### src/verilog/irq_ctrl_map.vh
// register map and field constants for the eight-source interrupt controller
// Behaviour
// - extra control register at 0C0H, bit-addressable
// - bit set/clear; bit 0C2H is ext2 enable
// - priority bit selects high or low level
// - cleared enable blocks the source
// - type bit: set edge, clear low level
// - edge sets flag, vectoring clears it
// - fixed vectors, polling order within level
// - ext0 enable IE.0, type TIMER_CONTROL.0
// - ext2 enable bit2, type bit0; ext3 bit6
// - aux port pins feed ext2/ext3 in I/O mode
// - writing idle bit enters idle
// - idle gates core clock, interrupts keep clock
// - idle exits on enabled interrupt or reset
// - power-down bit stops all clocks
// - power-down exits on reset or level ext0/1
// - registers reset to 00H, power bits 4 and 5 set
`ifndef IRQ_CTRL_MAP_VH
`define IRQ_CTRL_MAP_VH
`define ADDR_POWER_CONTROL   8'h87
`define ADDR_TIMER_CONTROL   8'h88
`define ADDR_INT_ENABLE      8'ha8
`define ADDR_INT_PRIORITY    8'hb8
`define ADDR_EXTRA_CONTROL   8'hc0
`define BITADDR_EXTRA_BASE   5'h18
`define BITADDR_TIMER_CONTROL_BASE    5'h11
`define RESET_ZERO           8'h00
`define RESET_POWER_CONTROL  8'h30
`define POWER_CONTROL_IDLE_BIT        0
`define POWER_CONTROL_PDOWN_BIT       1
`define TIMER_CONTROL_IT0_BIT         0
`define TIMER_CONTROL_IE0_BIT         1
`define TIMER_CONTROL_IT1_BIT         2
`define TIMER_CONTROL_IE1_BIT         3
`define TIMER_CONTROL_TF0_BIT         5
`define TIMER_CONTROL_TF1_BIT         7
`define XC_IT2_BIT           0
`define XC_IE2_BIT           1
`define XC_EX2_BIT           2
`define XC_PX2_BIT           3
`define XC_IT3_BIT           4
`define XC_IE3_BIT           5
`define XC_EX3_BIT           6
`define XC_PX3_BIT           7
`define IE_GLOBAL_BIT        7
`define VEC_BASE             8'h03
`define VEC_STEP_SHIFT       3
`define PORT_MODE_GPIO       2'h0
`define BITADDR_IE_BASE      5'h15
`define BITADDR_IP_BASE      5'h17
`define IE_EX0_BIT           0
`define IE_EX1_BIT           2
`define SRC_EXT0             3'h0
`define SRC_TMR0             3'h1
`define SRC_EXT1             3'h2
`define SRC_TMR1             3'h3
`define SRC_SERIAL           3'h4
`define SRC_TMR2             3'h5
`define SRC_EXT2             3'h6
`define SRC_EXT3             3'h7
`endif

### src/verilog/eight_source_irq_and_wakeup.v
// eight-source two-level interrupt controller with idle and power-down
`timescale 1ns/10ps
`default_nettype none
`include "irq_ctrl_map.vh"
module eight_source_irq_and_wakeup #(
    parameter NSRC = 8
) (
    input  wire       clk_i,
    input  wire       rst_i,
    input  wire [7:0] sfr_addr_i,
    input  wire [7:0] sfr_wdata_i,
    input  wire       sfr_wr_i,
    input  wire       sfr_rd_i,
    input  wire [7:0] bit_addr_i,
    input  wire       bit_wr_i,
    input  wire       bit_val_i,
    input  wire       ext_request_zero_n_i,
    input  wire       ext_request_one_n_i,
    input  wire       aux_port_pin_two_i,
    input  wire       aux_port_pin_three_i,
    input  wire [1:0] aux_pin_two_mode_i,
    input  wire [1:0] aux_pin_three_mode_i,
    input  wire       timer0_ovf_i,
    input  wire       timer1_ovf_i,
    input  wire       serial_irq_i,
    input  wire       timer2_irq_i,
    input  wire       irq_ack_i,
    input  wire       reti_i,
    output reg  [7:0] sfr_rdata_o,
    output reg        irq_req_o,
    output reg  [7:0] irq_vector_o,
    output reg        core_clk_en_o,
    output reg        osc_run_o
);

    reg [7:0] power_control_q;
    reg [7:0] timer_control_q;
    reg [7:0] ie_q;
    reg [7:0] ip_q;
    reg [7:0] extra_irq_control_q;
    reg       e0_prev_q;
    reg       e1_prev_q;
    reg       e2_prev_q;
    reg       e3_prev_q;
    reg       in_hi_q;
    reg       in_lo_q;
    reg [2:0] sel_q;

    // port-4 pins feed ext2/ext3 only in general I/O mode
    wire e2_n = (aux_pin_three_mode_i == `PORT_MODE_GPIO) ?
                aux_port_pin_three_i : 1'b1;
    wire e3_n = (aux_pin_two_mode_i == `PORT_MODE_GPIO) ?
                aux_port_pin_two_i : 1'b1;

    wire fall0 = e0_prev_q & ~ext_request_zero_n_i;
    wire fall1 = e1_prev_q & ~ext_request_one_n_i;
    wire fall2 = e2_prev_q & ~e2_n;
    wire fall3 = e3_prev_q & ~e3_n;

    // level-mode flags track the pin; edge-mode flags are sticky
    wire f0 = timer_control_q[`TIMER_CONTROL_IT0_BIT] ? timer_control_q[`TIMER_CONTROL_IE0_BIT]
                                    : ~ext_request_zero_n_i;
    wire f1 = timer_control_q[`TIMER_CONTROL_IT1_BIT] ? timer_control_q[`TIMER_CONTROL_IE1_BIT]
                                    : ~ext_request_one_n_i;
    wire f2 = extra_irq_control_q[`XC_IT2_BIT] ? extra_irq_control_q[`XC_IE2_BIT] : ~e2_n;
    wire f3 = extra_irq_control_q[`XC_IT3_BIT] ? extra_irq_control_q[`XC_IE3_BIT] : ~e3_n;

    wire [7:0] flag = {f3, f2, timer2_irq_i, serial_irq_i,
                       timer_control_q[`TIMER_CONTROL_TF1_BIT], f1,
                       timer_control_q[`TIMER_CONTROL_TF0_BIT], f0};
    wire [7:0] en = {extra_irq_control_q[`XC_EX3_BIT], extra_irq_control_q[`XC_EX2_BIT],
                     ie_q[5:0]};
    wire [7:0] pri = {extra_irq_control_q[`XC_PX3_BIT], extra_irq_control_q[`XC_PX2_BIT],
                      ip_q[5:0]};
    wire [7:0] act = flag & en & {NSRC{ie_q[`IE_GLOBAL_BIT]}};
    wire [7:0] act_hi = act & pri;
    wire [7:0] act_lo = act & ~pri;

    // fixed polling order inside each level, first source highest
    reg [2:0] hi_idx;
    reg [2:0] lo_idx;
    always @* begin
        hi_idx = `SRC_EXT0;
        if (act_hi[`SRC_EXT0]) begin
            hi_idx = `SRC_EXT0;
        end else if (act_hi[`SRC_TMR0]) begin
            hi_idx = `SRC_TMR0;
        end else if (act_hi[`SRC_EXT1]) begin
            hi_idx = `SRC_EXT1;
        end else if (act_hi[`SRC_TMR1]) begin
            hi_idx = `SRC_TMR1;
        end else if (act_hi[`SRC_SERIAL]) begin
            hi_idx = `SRC_SERIAL;
        end else if (act_hi[`SRC_TMR2]) begin
            hi_idx = `SRC_TMR2;
        end else if (act_hi[`SRC_EXT2]) begin
            hi_idx = `SRC_EXT2;
        end else if (act_hi[`SRC_EXT3]) begin
            hi_idx = `SRC_EXT3;
        end
    end
    always @* begin
        lo_idx = `SRC_EXT0;
        if (act_lo[`SRC_EXT0]) begin
            lo_idx = `SRC_EXT0;
        end else if (act_lo[`SRC_TMR0]) begin
            lo_idx = `SRC_TMR0;
        end else if (act_lo[`SRC_EXT1]) begin
            lo_idx = `SRC_EXT1;
        end else if (act_lo[`SRC_TMR1]) begin
            lo_idx = `SRC_TMR1;
        end else if (act_lo[`SRC_SERIAL]) begin
            lo_idx = `SRC_SERIAL;
        end else if (act_lo[`SRC_TMR2]) begin
            lo_idx = `SRC_TMR2;
        end else if (act_lo[`SRC_EXT2]) begin
            lo_idx = `SRC_EXT2;
        end else if (act_lo[`SRC_EXT3]) begin
            lo_idx = `SRC_EXT3;
        end
    end

    // high may preempt low; nothing preempts high
    wire take_hi = (|act_hi) & ~in_hi_q;
    wire take_lo = (|act_lo) & ~in_hi_q & ~in_lo_q;
    wire want = take_hi | take_lo;
    wire [2:0] win = take_hi ? hi_idx : lo_idx;

    // bit- and byte-addressed write decodes for the extra control, timer, enable and priority registers
    wire bit_x = bit_wr_i &&
                 (bit_addr_i[7:3] == `BITADDR_EXTRA_BASE);
    wire bit_t = bit_wr_i &&
                 (bit_addr_i[7:3] == `BITADDR_TIMER_CONTROL_BASE);
    wire byte_x = sfr_wr_i && (sfr_addr_i == `ADDR_EXTRA_CONTROL);
    wire byte_t = sfr_wr_i && (sfr_addr_i == `ADDR_TIMER_CONTROL);
    wire bit_e = bit_wr_i &&
                 (bit_addr_i[7:3] == `BITADDR_IE_BASE);
    wire bit_p = bit_wr_i &&
                 (bit_addr_i[7:3] == `BITADDR_IP_BASE);
    wire byte_e = sfr_wr_i && (sfr_addr_i == `ADDR_INT_ENABLE);
    wire byte_p = sfr_wr_i && (sfr_addr_i == `ADDR_INT_PRIORITY);
    // an ack only counts while the request stands
    wire svc = irq_ack_i && irq_req_o;

    // a byte write wins over a bit write in the same cycle
    reg [7:0] ie_d;
    reg [7:0] ip_d;
    always @* begin
        ie_d = ie_q;
        ip_d = ip_q;
        if (byte_e) begin
            ie_d = sfr_wdata_i;
        end else if (bit_e) begin
            ie_d[bit_addr_i[2:0]] = bit_val_i;
        end
        if (byte_p) begin
            ip_d = sfr_wdata_i;
        end else if (bit_p) begin
            ip_d[bit_addr_i[2:0]] = bit_val_i;
        end
    end

    reg [7:0] extra_irq_control_d;
    reg [7:0] timer_control_d;
    always @* begin
        extra_irq_control_d = extra_irq_control_q;
        timer_control_d = timer_control_q;
        if (byte_x) begin
            extra_irq_control_d = sfr_wdata_i;
        end else if (bit_x) begin
            extra_irq_control_d[bit_addr_i[2:0]] = bit_val_i;
        end
        if (byte_t) begin
            timer_control_d = sfr_wdata_i;
        end else if (bit_t) begin
            timer_control_d[bit_addr_i[2:0]] = bit_val_i;
        end
        // vectoring clears edge flags; a new edge still wins
        if (svc) begin
            if (sel_q == `SRC_EXT0 && timer_control_q[`TIMER_CONTROL_IT0_BIT]) begin
                timer_control_d[`TIMER_CONTROL_IE0_BIT] = 1'b0;
            end
            if (sel_q == `SRC_TMR0) begin
                timer_control_d[`TIMER_CONTROL_TF0_BIT] = 1'b0;
            end
            if (sel_q == `SRC_EXT1 && timer_control_q[`TIMER_CONTROL_IT1_BIT]) begin
                timer_control_d[`TIMER_CONTROL_IE1_BIT] = 1'b0;
            end
            if (sel_q == `SRC_TMR1) begin
                timer_control_d[`TIMER_CONTROL_TF1_BIT] = 1'b0;
            end
            if (sel_q == `SRC_EXT2 && extra_irq_control_q[`XC_IT2_BIT]) begin
                extra_irq_control_d[`XC_IE2_BIT] = 1'b0;
            end
            if (sel_q == `SRC_EXT3 && extra_irq_control_q[`XC_IT3_BIT]) begin
                extra_irq_control_d[`XC_IE3_BIT] = 1'b0;
            end
        end
        if (fall0) begin
            timer_control_d[`TIMER_CONTROL_IE0_BIT] = 1'b1;
        end
        if (fall1) begin
            timer_control_d[`TIMER_CONTROL_IE1_BIT] = 1'b1;
        end
        if (timer0_ovf_i) begin
            timer_control_d[`TIMER_CONTROL_TF0_BIT] = 1'b1;
        end
        if (timer1_ovf_i) begin
            timer_control_d[`TIMER_CONTROL_TF1_BIT] = 1'b1;
        end
        if (fall2 && extra_irq_control_q[`XC_IT2_BIT]) begin
            extra_irq_control_d[`XC_IE2_BIT] = 1'b1;
        end
        if (fall3 && extra_irq_control_q[`XC_IT3_BIT]) begin
            extra_irq_control_d[`XC_IE3_BIT] = 1'b1;
        end
    end

    // level ext0/1 wake from power-down; needs no running clock in silicon
    wire pd_wake = (ie_q[`IE_GLOBAL_BIT] &&
                    ((ie_q[`IE_EX0_BIT] && !timer_control_q[`TIMER_CONTROL_IT0_BIT] &&
                      !ext_request_zero_n_i) ||
                     (ie_q[`IE_EX1_BIT] && !timer_control_q[`TIMER_CONTROL_IT1_BIT] &&
                      !ext_request_one_n_i)));

    // pin history for falling edges; idles high as the pins do
    always @(posedge clk_i or posedge rst_i) begin
        if (rst_i) begin
            e0_prev_q <= 1'b1;
            e1_prev_q <= 1'b1;
            e2_prev_q <= 1'b1;
            e3_prev_q <= 1'b1;
        end else begin
            e0_prev_q <= ext_request_zero_n_i;
            e1_prev_q <= ext_request_one_n_i;
            e2_prev_q <= e2_n;
            e3_prev_q <= e3_n;
        end
    end

    // control registers; hardware flag set beats a software clear
    always @(posedge clk_i or posedge rst_i) begin
        if (rst_i) begin
            timer_control_q <= `RESET_ZERO;
            ie_q <= `RESET_ZERO;
            ip_q <= `RESET_ZERO;
            extra_irq_control_q <= `RESET_ZERO;
        end else begin
            timer_control_q <= timer_control_d;
            extra_irq_control_q <= extra_irq_control_d;
            ie_q <= ie_d;
            ip_q <= ip_d;
        end
    end

    // power modes; a wake clears the mode bits so the core resumes
    always @(posedge clk_i or posedge rst_i) begin
        if (rst_i) begin
            power_control_q <= `RESET_POWER_CONTROL;
            core_clk_en_o <= 1'b1;
            osc_run_o <= 1'b1;
        end else begin
            if (sfr_wr_i && sfr_addr_i == `ADDR_POWER_CONTROL) begin
                power_control_q <= sfr_wdata_i;
            end else if (power_control_q[`POWER_CONTROL_PDOWN_BIT]) begin
                if (pd_wake) begin
                    power_control_q[`POWER_CONTROL_PDOWN_BIT] <= 1'b0;
                end
            end else if (power_control_q[`POWER_CONTROL_IDLE_BIT] && (|act)) begin
                power_control_q[`POWER_CONTROL_IDLE_BIT] <= 1'b0;
            end
            // only the write strobe or a wake steers the clocks
            core_clk_en_o <= ~(power_control_q[`POWER_CONTROL_IDLE_BIT] |
                               power_control_q[`POWER_CONTROL_PDOWN_BIT]);
            osc_run_o <= ~power_control_q[`POWER_CONTROL_PDOWN_BIT];
        end
    end

    // in-service levels; reti closes the higher level first
    always @(posedge clk_i or posedge rst_i) begin
        if (rst_i) begin
            in_hi_q <= 1'b0;
            in_lo_q <= 1'b0;
        end else begin
            if (svc) begin
                if (pri[sel_q]) begin
                    in_hi_q <= 1'b1;
                end else begin
                    in_lo_q <= 1'b1;
                end
            end else if (reti_i) begin
                if (in_hi_q) begin
                    in_hi_q <= 1'b0;
                end else begin
                    in_lo_q <= 1'b0;
                end
            end
        end
    end

    // request stage; the vector follows the winner every cycle until an ack
    always @(posedge clk_i or posedge rst_i) begin
        if (rst_i) begin
            sel_q <= `SRC_EXT0;
            irq_req_o <= 1'b0;
            irq_vector_o <= `RESET_ZERO;
        end else if (svc) begin
            irq_req_o <= 1'b0;
        end else begin
            irq_req_o <= want;
            sel_q <= win;
            irq_vector_o <= `VEC_BASE |
                ({5'h00, win} << `VEC_STEP_SHIFT);
        end
    end

    // unmapped addresses read as zero
    reg [7:0] rd_mux;
    always @* begin
        if (sfr_addr_i == `ADDR_EXTRA_CONTROL) begin
            rd_mux = extra_irq_control_q;
        end else if (sfr_addr_i == `ADDR_TIMER_CONTROL) begin
            rd_mux = timer_control_q;
        end else if (sfr_addr_i == `ADDR_INT_ENABLE) begin
            rd_mux = ie_q;
        end else if (sfr_addr_i == `ADDR_INT_PRIORITY) begin
            rd_mux = ip_q;
        end else if (sfr_addr_i == `ADDR_POWER_CONTROL) begin
            rd_mux = power_control_q;
        end else begin
            rd_mux = `RESET_ZERO;
        end
    end

    always @(posedge clk_i or posedge rst_i) begin
        if (rst_i) begin
            sfr_rdata_o <= `RESET_ZERO;
        end else if (sfr_rd_i) begin
            sfr_rdata_o <= rd_mux;
        end
    end

endmodule // eight_source_irq_and_wakeup
`default_nettype wire

### config.mk
export PLATFORM = sky130hd
export DESIGN_NAME = eight_source_irq_and_wakeup
export DESIGN_NICKNAME = d
export VERILOG_FILES = /design/src/verilog/eight_source_irq_and_wakeup.v
export VERILOG_INCLUDE_DIRS = /design/src /design/src/verilog
export SDC_FILE = /design/constraint.sdc
export NUM_CORES = 1
export LEC_CHECK = 0
export BUFFER_PORTS_ARGS = -buffer_cell sky130_fd_sc_hd__buf_2
export CAP_MARGIN = 10
export CELL_PAD_IN_SITES_DETAIL_PLACEMENT = 1
export CELL_PAD_IN_SITES_GLOBAL_PLACEMENT = 2
export CORE_UTILIZATION = 25
export DETAILED_ROUTE_END_ITERATION = 10
export PLACE_DENSITY = 0.59
export SYNTH_ARGS = -nofsm -noshare
export SYNTH_HDL_FRONTEND = slang
export SYNTH_SLANG_ARGS = --single-unit
### constraint.sdc
create_clock -name clk_i -period 4.9 [get_ports clk_i]
set_input_delay 1.225 -clock clk_i [delete_from_list [all_inputs] [get_ports clk_i]]
set_output_delay 1.225 -clock clk_i [all_outputs]
set_load 0.01 [all_outputs]
# --- Word-level counts from Yosys, hierarchy flattened ---
# Index checks and enable logic that the tools add are counted.
totals:
  register_bits: 65
  word_cells: 182
  in_bits: 44
op_classes:
  reduce_logical: 43
  n_eq_ne: 18
  mux: 75
  bitwise_logic: 22
  n_lt_le_gt_ge: 3
ops:
  columns: ["op", "n"]
  rows:
  - ["$mux 8", 13]
  - ["$mux 3", 17]
  - ["$eq 8x8->1 const B", 5]
  - ["$mux 1", 38]
  - ["$and 8x8->8", 4]
  - ["$bwmux 8", 4]
  - ["$reduce_or 8->1", 3]
  - ["$logic_and 1x1->1", 23]
  - ["$eq 5x5->1 const B", 4]
  - ["$reduce_bool 2->1", 6]
  - ["$lt 3x4->1 const B", 2]
  - ["$not 1->1", 8]
  - ["$not 8->8", 1]
  - ["$and 1x1->1", 7]
  - ["$eq 3x2->1 const B", 2]
  - ["$eq 3x3->1 const B", 2]
  - ["$ne 2x1->1 const B", 3]
  - ["$logic_not 1->1", 4]
  - ["$logic_not 2->1", 2]
  - ["$reduce_and 2->1", 2]
  - ["$bmux 1 s3", 1]
  - ["$demux 1 s3", 1]
  - ["$eq 3x1->1 const B", 1]
  - ["$ge 3x1->1 const B", 1]
  - ["other kinds (6)", 7]

# --- Depth between registers and ports, before layout ---
depth:
  ltp_word: 16
  ltp_mapped: 8
  mapped_depth_nobuf: 6

# --- Least setup slack after synthesis ---
# Ideal clock, no wire load.
synth_timing:
  kind: "input-to-reg"
  start: "in sfr_addr_i[0]"
  end: "reg sfr_rdata_o[1]"
  slack_ns: 1.939
  t_required_ns: 4.775
  path_buffers: 2
  path_stages: 8
  arrival_ns: 2.836
  cell_sequence: "or4b_4 -> or2_1 -> buf_6 -> or2_1 -> buf_6 -> nor2_4 -> a21oi_1 -> mux2_4"
synth_between:
  elab_chain_len: 6
  elab_cells_between_ends: 10
  cone_classes: "eq/ne (5); mux (5)"
synth_rtl:
  columns: ["element", "line", "text"]
  rows:
  - ["start, declared", "eight_source_irq_and_wakeup.v:10", "input wire [7:0] sfr_addr_i,"]
  - ["$eq 8x8->1 (no line)", null, null]
  - ["$mux 8", "eight_source_irq_and_wakeup.v:328", "end else if (sfr_addr_i == `ADDR_POWER_CONTROL) begin"]
  - ["$mux 8", "eight_source_irq_and_wakeup.v:326", "end else if (sfr_addr_i == `ADDR_INT_PRIORITY) begin"]
  - ["$mux 8", "eight_source_irq_and_wakeup.v:324", "end else if (sfr_addr_i == `ADDR_INT_ENABLE) begin"]
  - ["$mux 8", "eight_source_irq_and_wakeup.v:322", "end else if (sfr_addr_i == `ADDR_TIMER_CONTROL) begin"]
  - ["$mux 8 (*)", "eight_source_irq_and_wakeup.v:320", "if (sfr_addr_i == `ADDR_EXTRA_CONTROL) begin"]
  - ["end signal, assigned", "eight_source_irq_and_wakeup.v:337", "sfr_rdata_o <= `RESET_ZERO;"]
  - ["end signal, assigned", "eight_source_irq_and_wakeup.v:339", "sfr_rdata_o <= rd_mux;"]
  - ["end, declared", "eight_source_irq_and_wakeup.v:29", "output reg [7:0] sfr_rdata_o,"]
# Mark *: on every way between the ends. The rest lies on a longest branch, timed or not.
# A chain may end at the register's enable or synchronous reset.

# --- Worst setup path after layout ---
layout_timing:
  start: "in sfr_addr_i[0]"
  end: "reg timer_control_q[7]"
layout_between:
  elab_chain_len: 6
layout_rtl:
  columns: ["element", "line", "text"]
  rows:
  - ["$eq 8x8->1 (no line) (*)", null, null]
  - ["$logic_and 1x1->1 (*)", "eight_source_irq_and_wakeup.v:135", "wire byte_t = sfr_wr_i && (sfr_addr_i == `ADDR_TIMER_CONTROL);"]
  - ["$mux 8 (*)", "eight_source_irq_and_wakeup.v:173", "if (byte_t) begin"]
  - ["$mux 1", "eight_source_irq_and_wakeup.v:189", "if (sel_q == `SRC_TMR1) begin"]
  - ["$mux 1 (*)", "eight_source_irq_and_wakeup.v:179", "if (svc) begin"]
  - ["$mux 1 (*)", "eight_source_irq_and_wakeup.v:208", "if (timer1_ovf_i) begin"]
  - ["via timer_control_d[7]", "eight_source_irq_and_wakeup.v:164", "reg [7:0] timer_control_d;"]
  - ["end signal, assigned", "eight_source_irq_and_wakeup.v:244", "timer_control_q <= `RESET_ZERO;"]
  - ["end signal, assigned", "eight_source_irq_and_wakeup.v:249", "timer_control_q <= timer_control_d;"]
  - ["end, declared", "eight_source_irq_and_wakeup.v:37", "reg [7:0] timer_control_q;"]
# The timed path passes the listed nets; every way through them passes the cells marked *.

==> flow_summary.yaml <==
worst_setup_path:
  cp.required_ps: 5120
  cp_max_fo: 15
  worstSetupPathType: "input pin to flop"
  arrival_ps: 3280
  cp-start-kind: "input pin"
  critPathCaptureType: "flop"
  reg2reg_setup_slack_ps: 2490
synthesis:
  syn_area_mm2: 0.00380
  synthTopCellsByArea: "dfrtp_1, mux2i_1, nand2_1"
  ys_ff_latch: 61
  ys_warn_count: 0
  syn_avg_cell_area_um2: 8.81
  seq_area_frac_synth_pct: 40.5
  netlist_instances: 431
  synth_edf_count: 0
  async_reset_ff_share_pct: 100
  netlist.area_leader.share_pct: 34.9
  ys_types: 59
  yosysTopAreaCell: "dfrtp_1"
  ys.flop_type: "dfrtp_1"
pwr:
  clock_power_share_pct: 43.0
  switchingPower_mw: 0.391
  swShare_pct: 29.1
  p_seq_share_pct: 45.7
  cellPowerDensity_mw_per_mm2: 301
  power_frac_comb_pct: 11.3
  power_leakage_nw: 2.03
  power_mw: 1.34
  ir_drop_mv: 0.156
  p_int_mw: 0.953
timing:
  fmax_ghz: 0.327
  skew_ps: 8.07
  setup_tns_ps: 0
  rsz0062_at_grt: "no"
  max_slew_margin_pct: 29.5
  finalCriticalPeriod_ps: 3060
  hold_viol: 0
  finalMaxSlewViolations: 0
  worst-slew-pin-transition_ps: 1050
  min_period_over_period_pct: 62.4
  setup_viol: 0
run_status:
  outcome: "finished, violations left"
  violations: "design-rule violations"
global_route:
  grt_pass1_wl_um: 21600
  grt-ovfl-total: 0
  grt_max_degree: 38
  grt_pass1_vias: 3607
  antenna_found_initial: 0
  grt_util_all_layers_pct: 18.5
placement:
  port_buffers: 59
  place.detailed.hpwl_um: 10500
  gp_congestion: 0.815
layout:
  seq_area_mm2: 0.00154
  multi_input_comb_area_mm2: 0.00205
  n_antenna_cell: 0
  fillers: 1728
  area_growth_pct: 17.7
  nets: 525
  layout-drive-gt1-share_pct: 22.0
floorplanning:
  fp.coreArea_mm2: 0.0147
  rows: 44
  fp.dieH_um: 125
  ioPinCount: 63
  start_util_pct: 25.8
  die-area_mm2: 0.0157
  die_w_um: 125
detailed_routing:
  drt_iter0_drc: 184
  routed_wl_um: 13600
  routed-via-count: 3494
  drc: 2
  ant_nets: 0
  first_pass_iters: 9
  post_drt_via_cell_ratio: 5.21
  wl_per_cell_um: 20.3
clock_tree:
  clkTransAtPathRegs_ps: 60
  clkSinkCount: 61
  cts_buffer_depth: 2
  cts_tree: "done"
  cts_resized: 0
  cts_buffers: 9
  cts_setup_buffers: 0
  clkLatencyLatePin_ps: 340
  cts_root_buffer: "clkbuf_16"
  ctsHoldBuffers: 0
  htree_levels: 3
flow_run:
  maxCapViolations: 0
worst_hold_path:
  min_path_type: "flop to flop"
==> worst max-delay path, cell delays in order <==
cell and delay [ps]:
buf_2 100, or4b_4 570, nor4_4 560, nand2_2 320, o22ai_1 240, a21oi_1 50
or2_1 210
==> final timing paths <==
check                                  startpoint                  to  depth (start not counted)
min in group asynchronous                   rst_i  power_control_q[0]                          2
max reg2reg                extra_irq_control_q[0]            sel_q[0]                          5
min reg2reg                    power_control_q[0]       core_clk_en_o                          1
max                                 sfr_addr_i[0]  timer_control_q[7]                          7
max in group asynchronous                   rst_i  power_control_q[5]                          3
min                            power_control_q[0]       core_clk_en_o                          1
==> cell type report <==
cell class | count | area share (%)
Multi-Input combinational cell | 327 | 46.0
Sequential cell | 61 | 34.4
Timing Repair Buffer | 60 | 6.78
Clock buffer | 12 | 5.29
Tap cell | 184 | 5.15
Inverter | 22 | 1.85
Clock inverter | 4 | 0.560
==> routing by layer <==
metal  GRT usage (%)  vias up  part of all wire (%)
li1                -     1649                     -
met2            28.6       86                    45
met5               0        -                     0
met3            2.40       14                   3.8
met4            7.25        0                   1.8
met1            26.2     1745                    49
==> synth_stat cells, types with 2 or more instances <==
cell type / n
nor3b_1: 4
o22ai_1: 11
a31oi_1: 4
and3b_1: 3
nor3_1: 9
a221o_1: 2
nand3_1: 6
nand2_1: 58
nor2_1: 37
buf_4: 5
buf_6: 3
mux2i_1: 32
o21ai_0: 28
inv_1: 22
a21oi_1: 35
or2_1: 3
mux2_2: 7
nor2_4: 2
a221oi_1: 4
dfstp_2: 8
nand2_2: 3
nand2b_1: 14
clkbuf_1: 12
and3_1: 5
a21o_1: 3
a211oi_1: 4
nand4b_1: 2
a32o_1: 2
nor4_1: 2
and2_1: 3
nor2b_1: 4
o2111ai_1: 3
a22oi_1: 5
o211ai_1: 2
nand4_1: 5
buf_2: 3
mux4_2: 2
dfrtp_1: 53
==> through the flow <==
stage	utilization [%]	cell area [µm²]	worst slack (ps)	hold WS [ps]	cells
final	30.4	4470	1840	463	670
after global routing	30.4	4470	1720	476	670
after CTS	30.4	4470	1830	460	670
after detailed placement	28.6	4210	1470	448	654
after global placement	28.6	4210	1540	446	654
after floorplan	-	3800	1940	385	433
==> cells by family (layout without fill, tap and decap cells) <==
family,Yosys count,count (layout),synth area share [%]
buffers and inverters,45,98,5.63
DFF,61,61,40.5
muxes,42,42,12.1
AOI/OAI and AO/OA,112,112,18.4
and+or+nand+nor,170,170,23.3
other,1,3,0.0988
==> registers in the layout, indices dropped and copies added, names as in the netlist, 3 cells and up <==
name,count
sel_q,3
extra_irq_control_q,8
ie_q,8
ip_q,8
sfr_rdata_o,8
power_control_q,8
timer_control_q,8
==> layout by cell type, fill, tap and decap left out, types with 3 or more instances in the layout <==
| master | Yosys | layout |
|---|---|---|
| a211oi_1 | 4 | 4 |
| a21o_1 | 3 | 3 |
| a21oi_1 | 35 | 35 |
| a221oi_1 | 4 | 4 |
| a22oi_1 | 5 | 5 |
| a31oi_1 | 4 | 4 |
| and2_1 | 3 | 3 |
| and3_1 | 5 | 5 |
| and3b_1 | 3 | 3 |
| buf_2 | 3 | 59 |
| clkbuf_1 | 12 | 3 |
| clkbuf_16 | 0 | 9 |
| conb_1 | 1 | 3 |
| dfrtp_1 | 53 | 53 |
| dfstp_2 | 8 | 8 |
| inv_1 | 22 | 21 |
| mux2_2 | 7 | 7 |
| mux2i_1 | 32 | 32 |
| nand2_1 | 58 | 58 |
| nand2_2 | 3 | 3 |
| nand2b_1 | 14 | 14 |
| nand3_1 | 6 | 6 |
| nand4_1 | 5 | 5 |
| nor2_1 | 37 | 37 |
| nor2b_1 | 4 | 4 |
| nor3_1 | 9 | 9 |
| nor3b_1 | 4 | 4 |
| o2111ai_1 | 3 | 3 |
| o21ai_0 | 28 | 28 |
| o22ai_1 | 11 | 11 |
| or2_1 | 3 | 3 |
==> power groups by stage <==
stage               combinational [mW]  sequential, mW  clock [mW]
floorplan                        0.101           0.585           0
global placement                 0.151           0.623           0
detailed placement               0.155           0.623           0
CTS                              0.155           0.615       0.598
global route                     0.171           0.620       0.616
finish                           0.151           0.615       0.578
No activity file was read; power rests on OpenSTA's default activity.
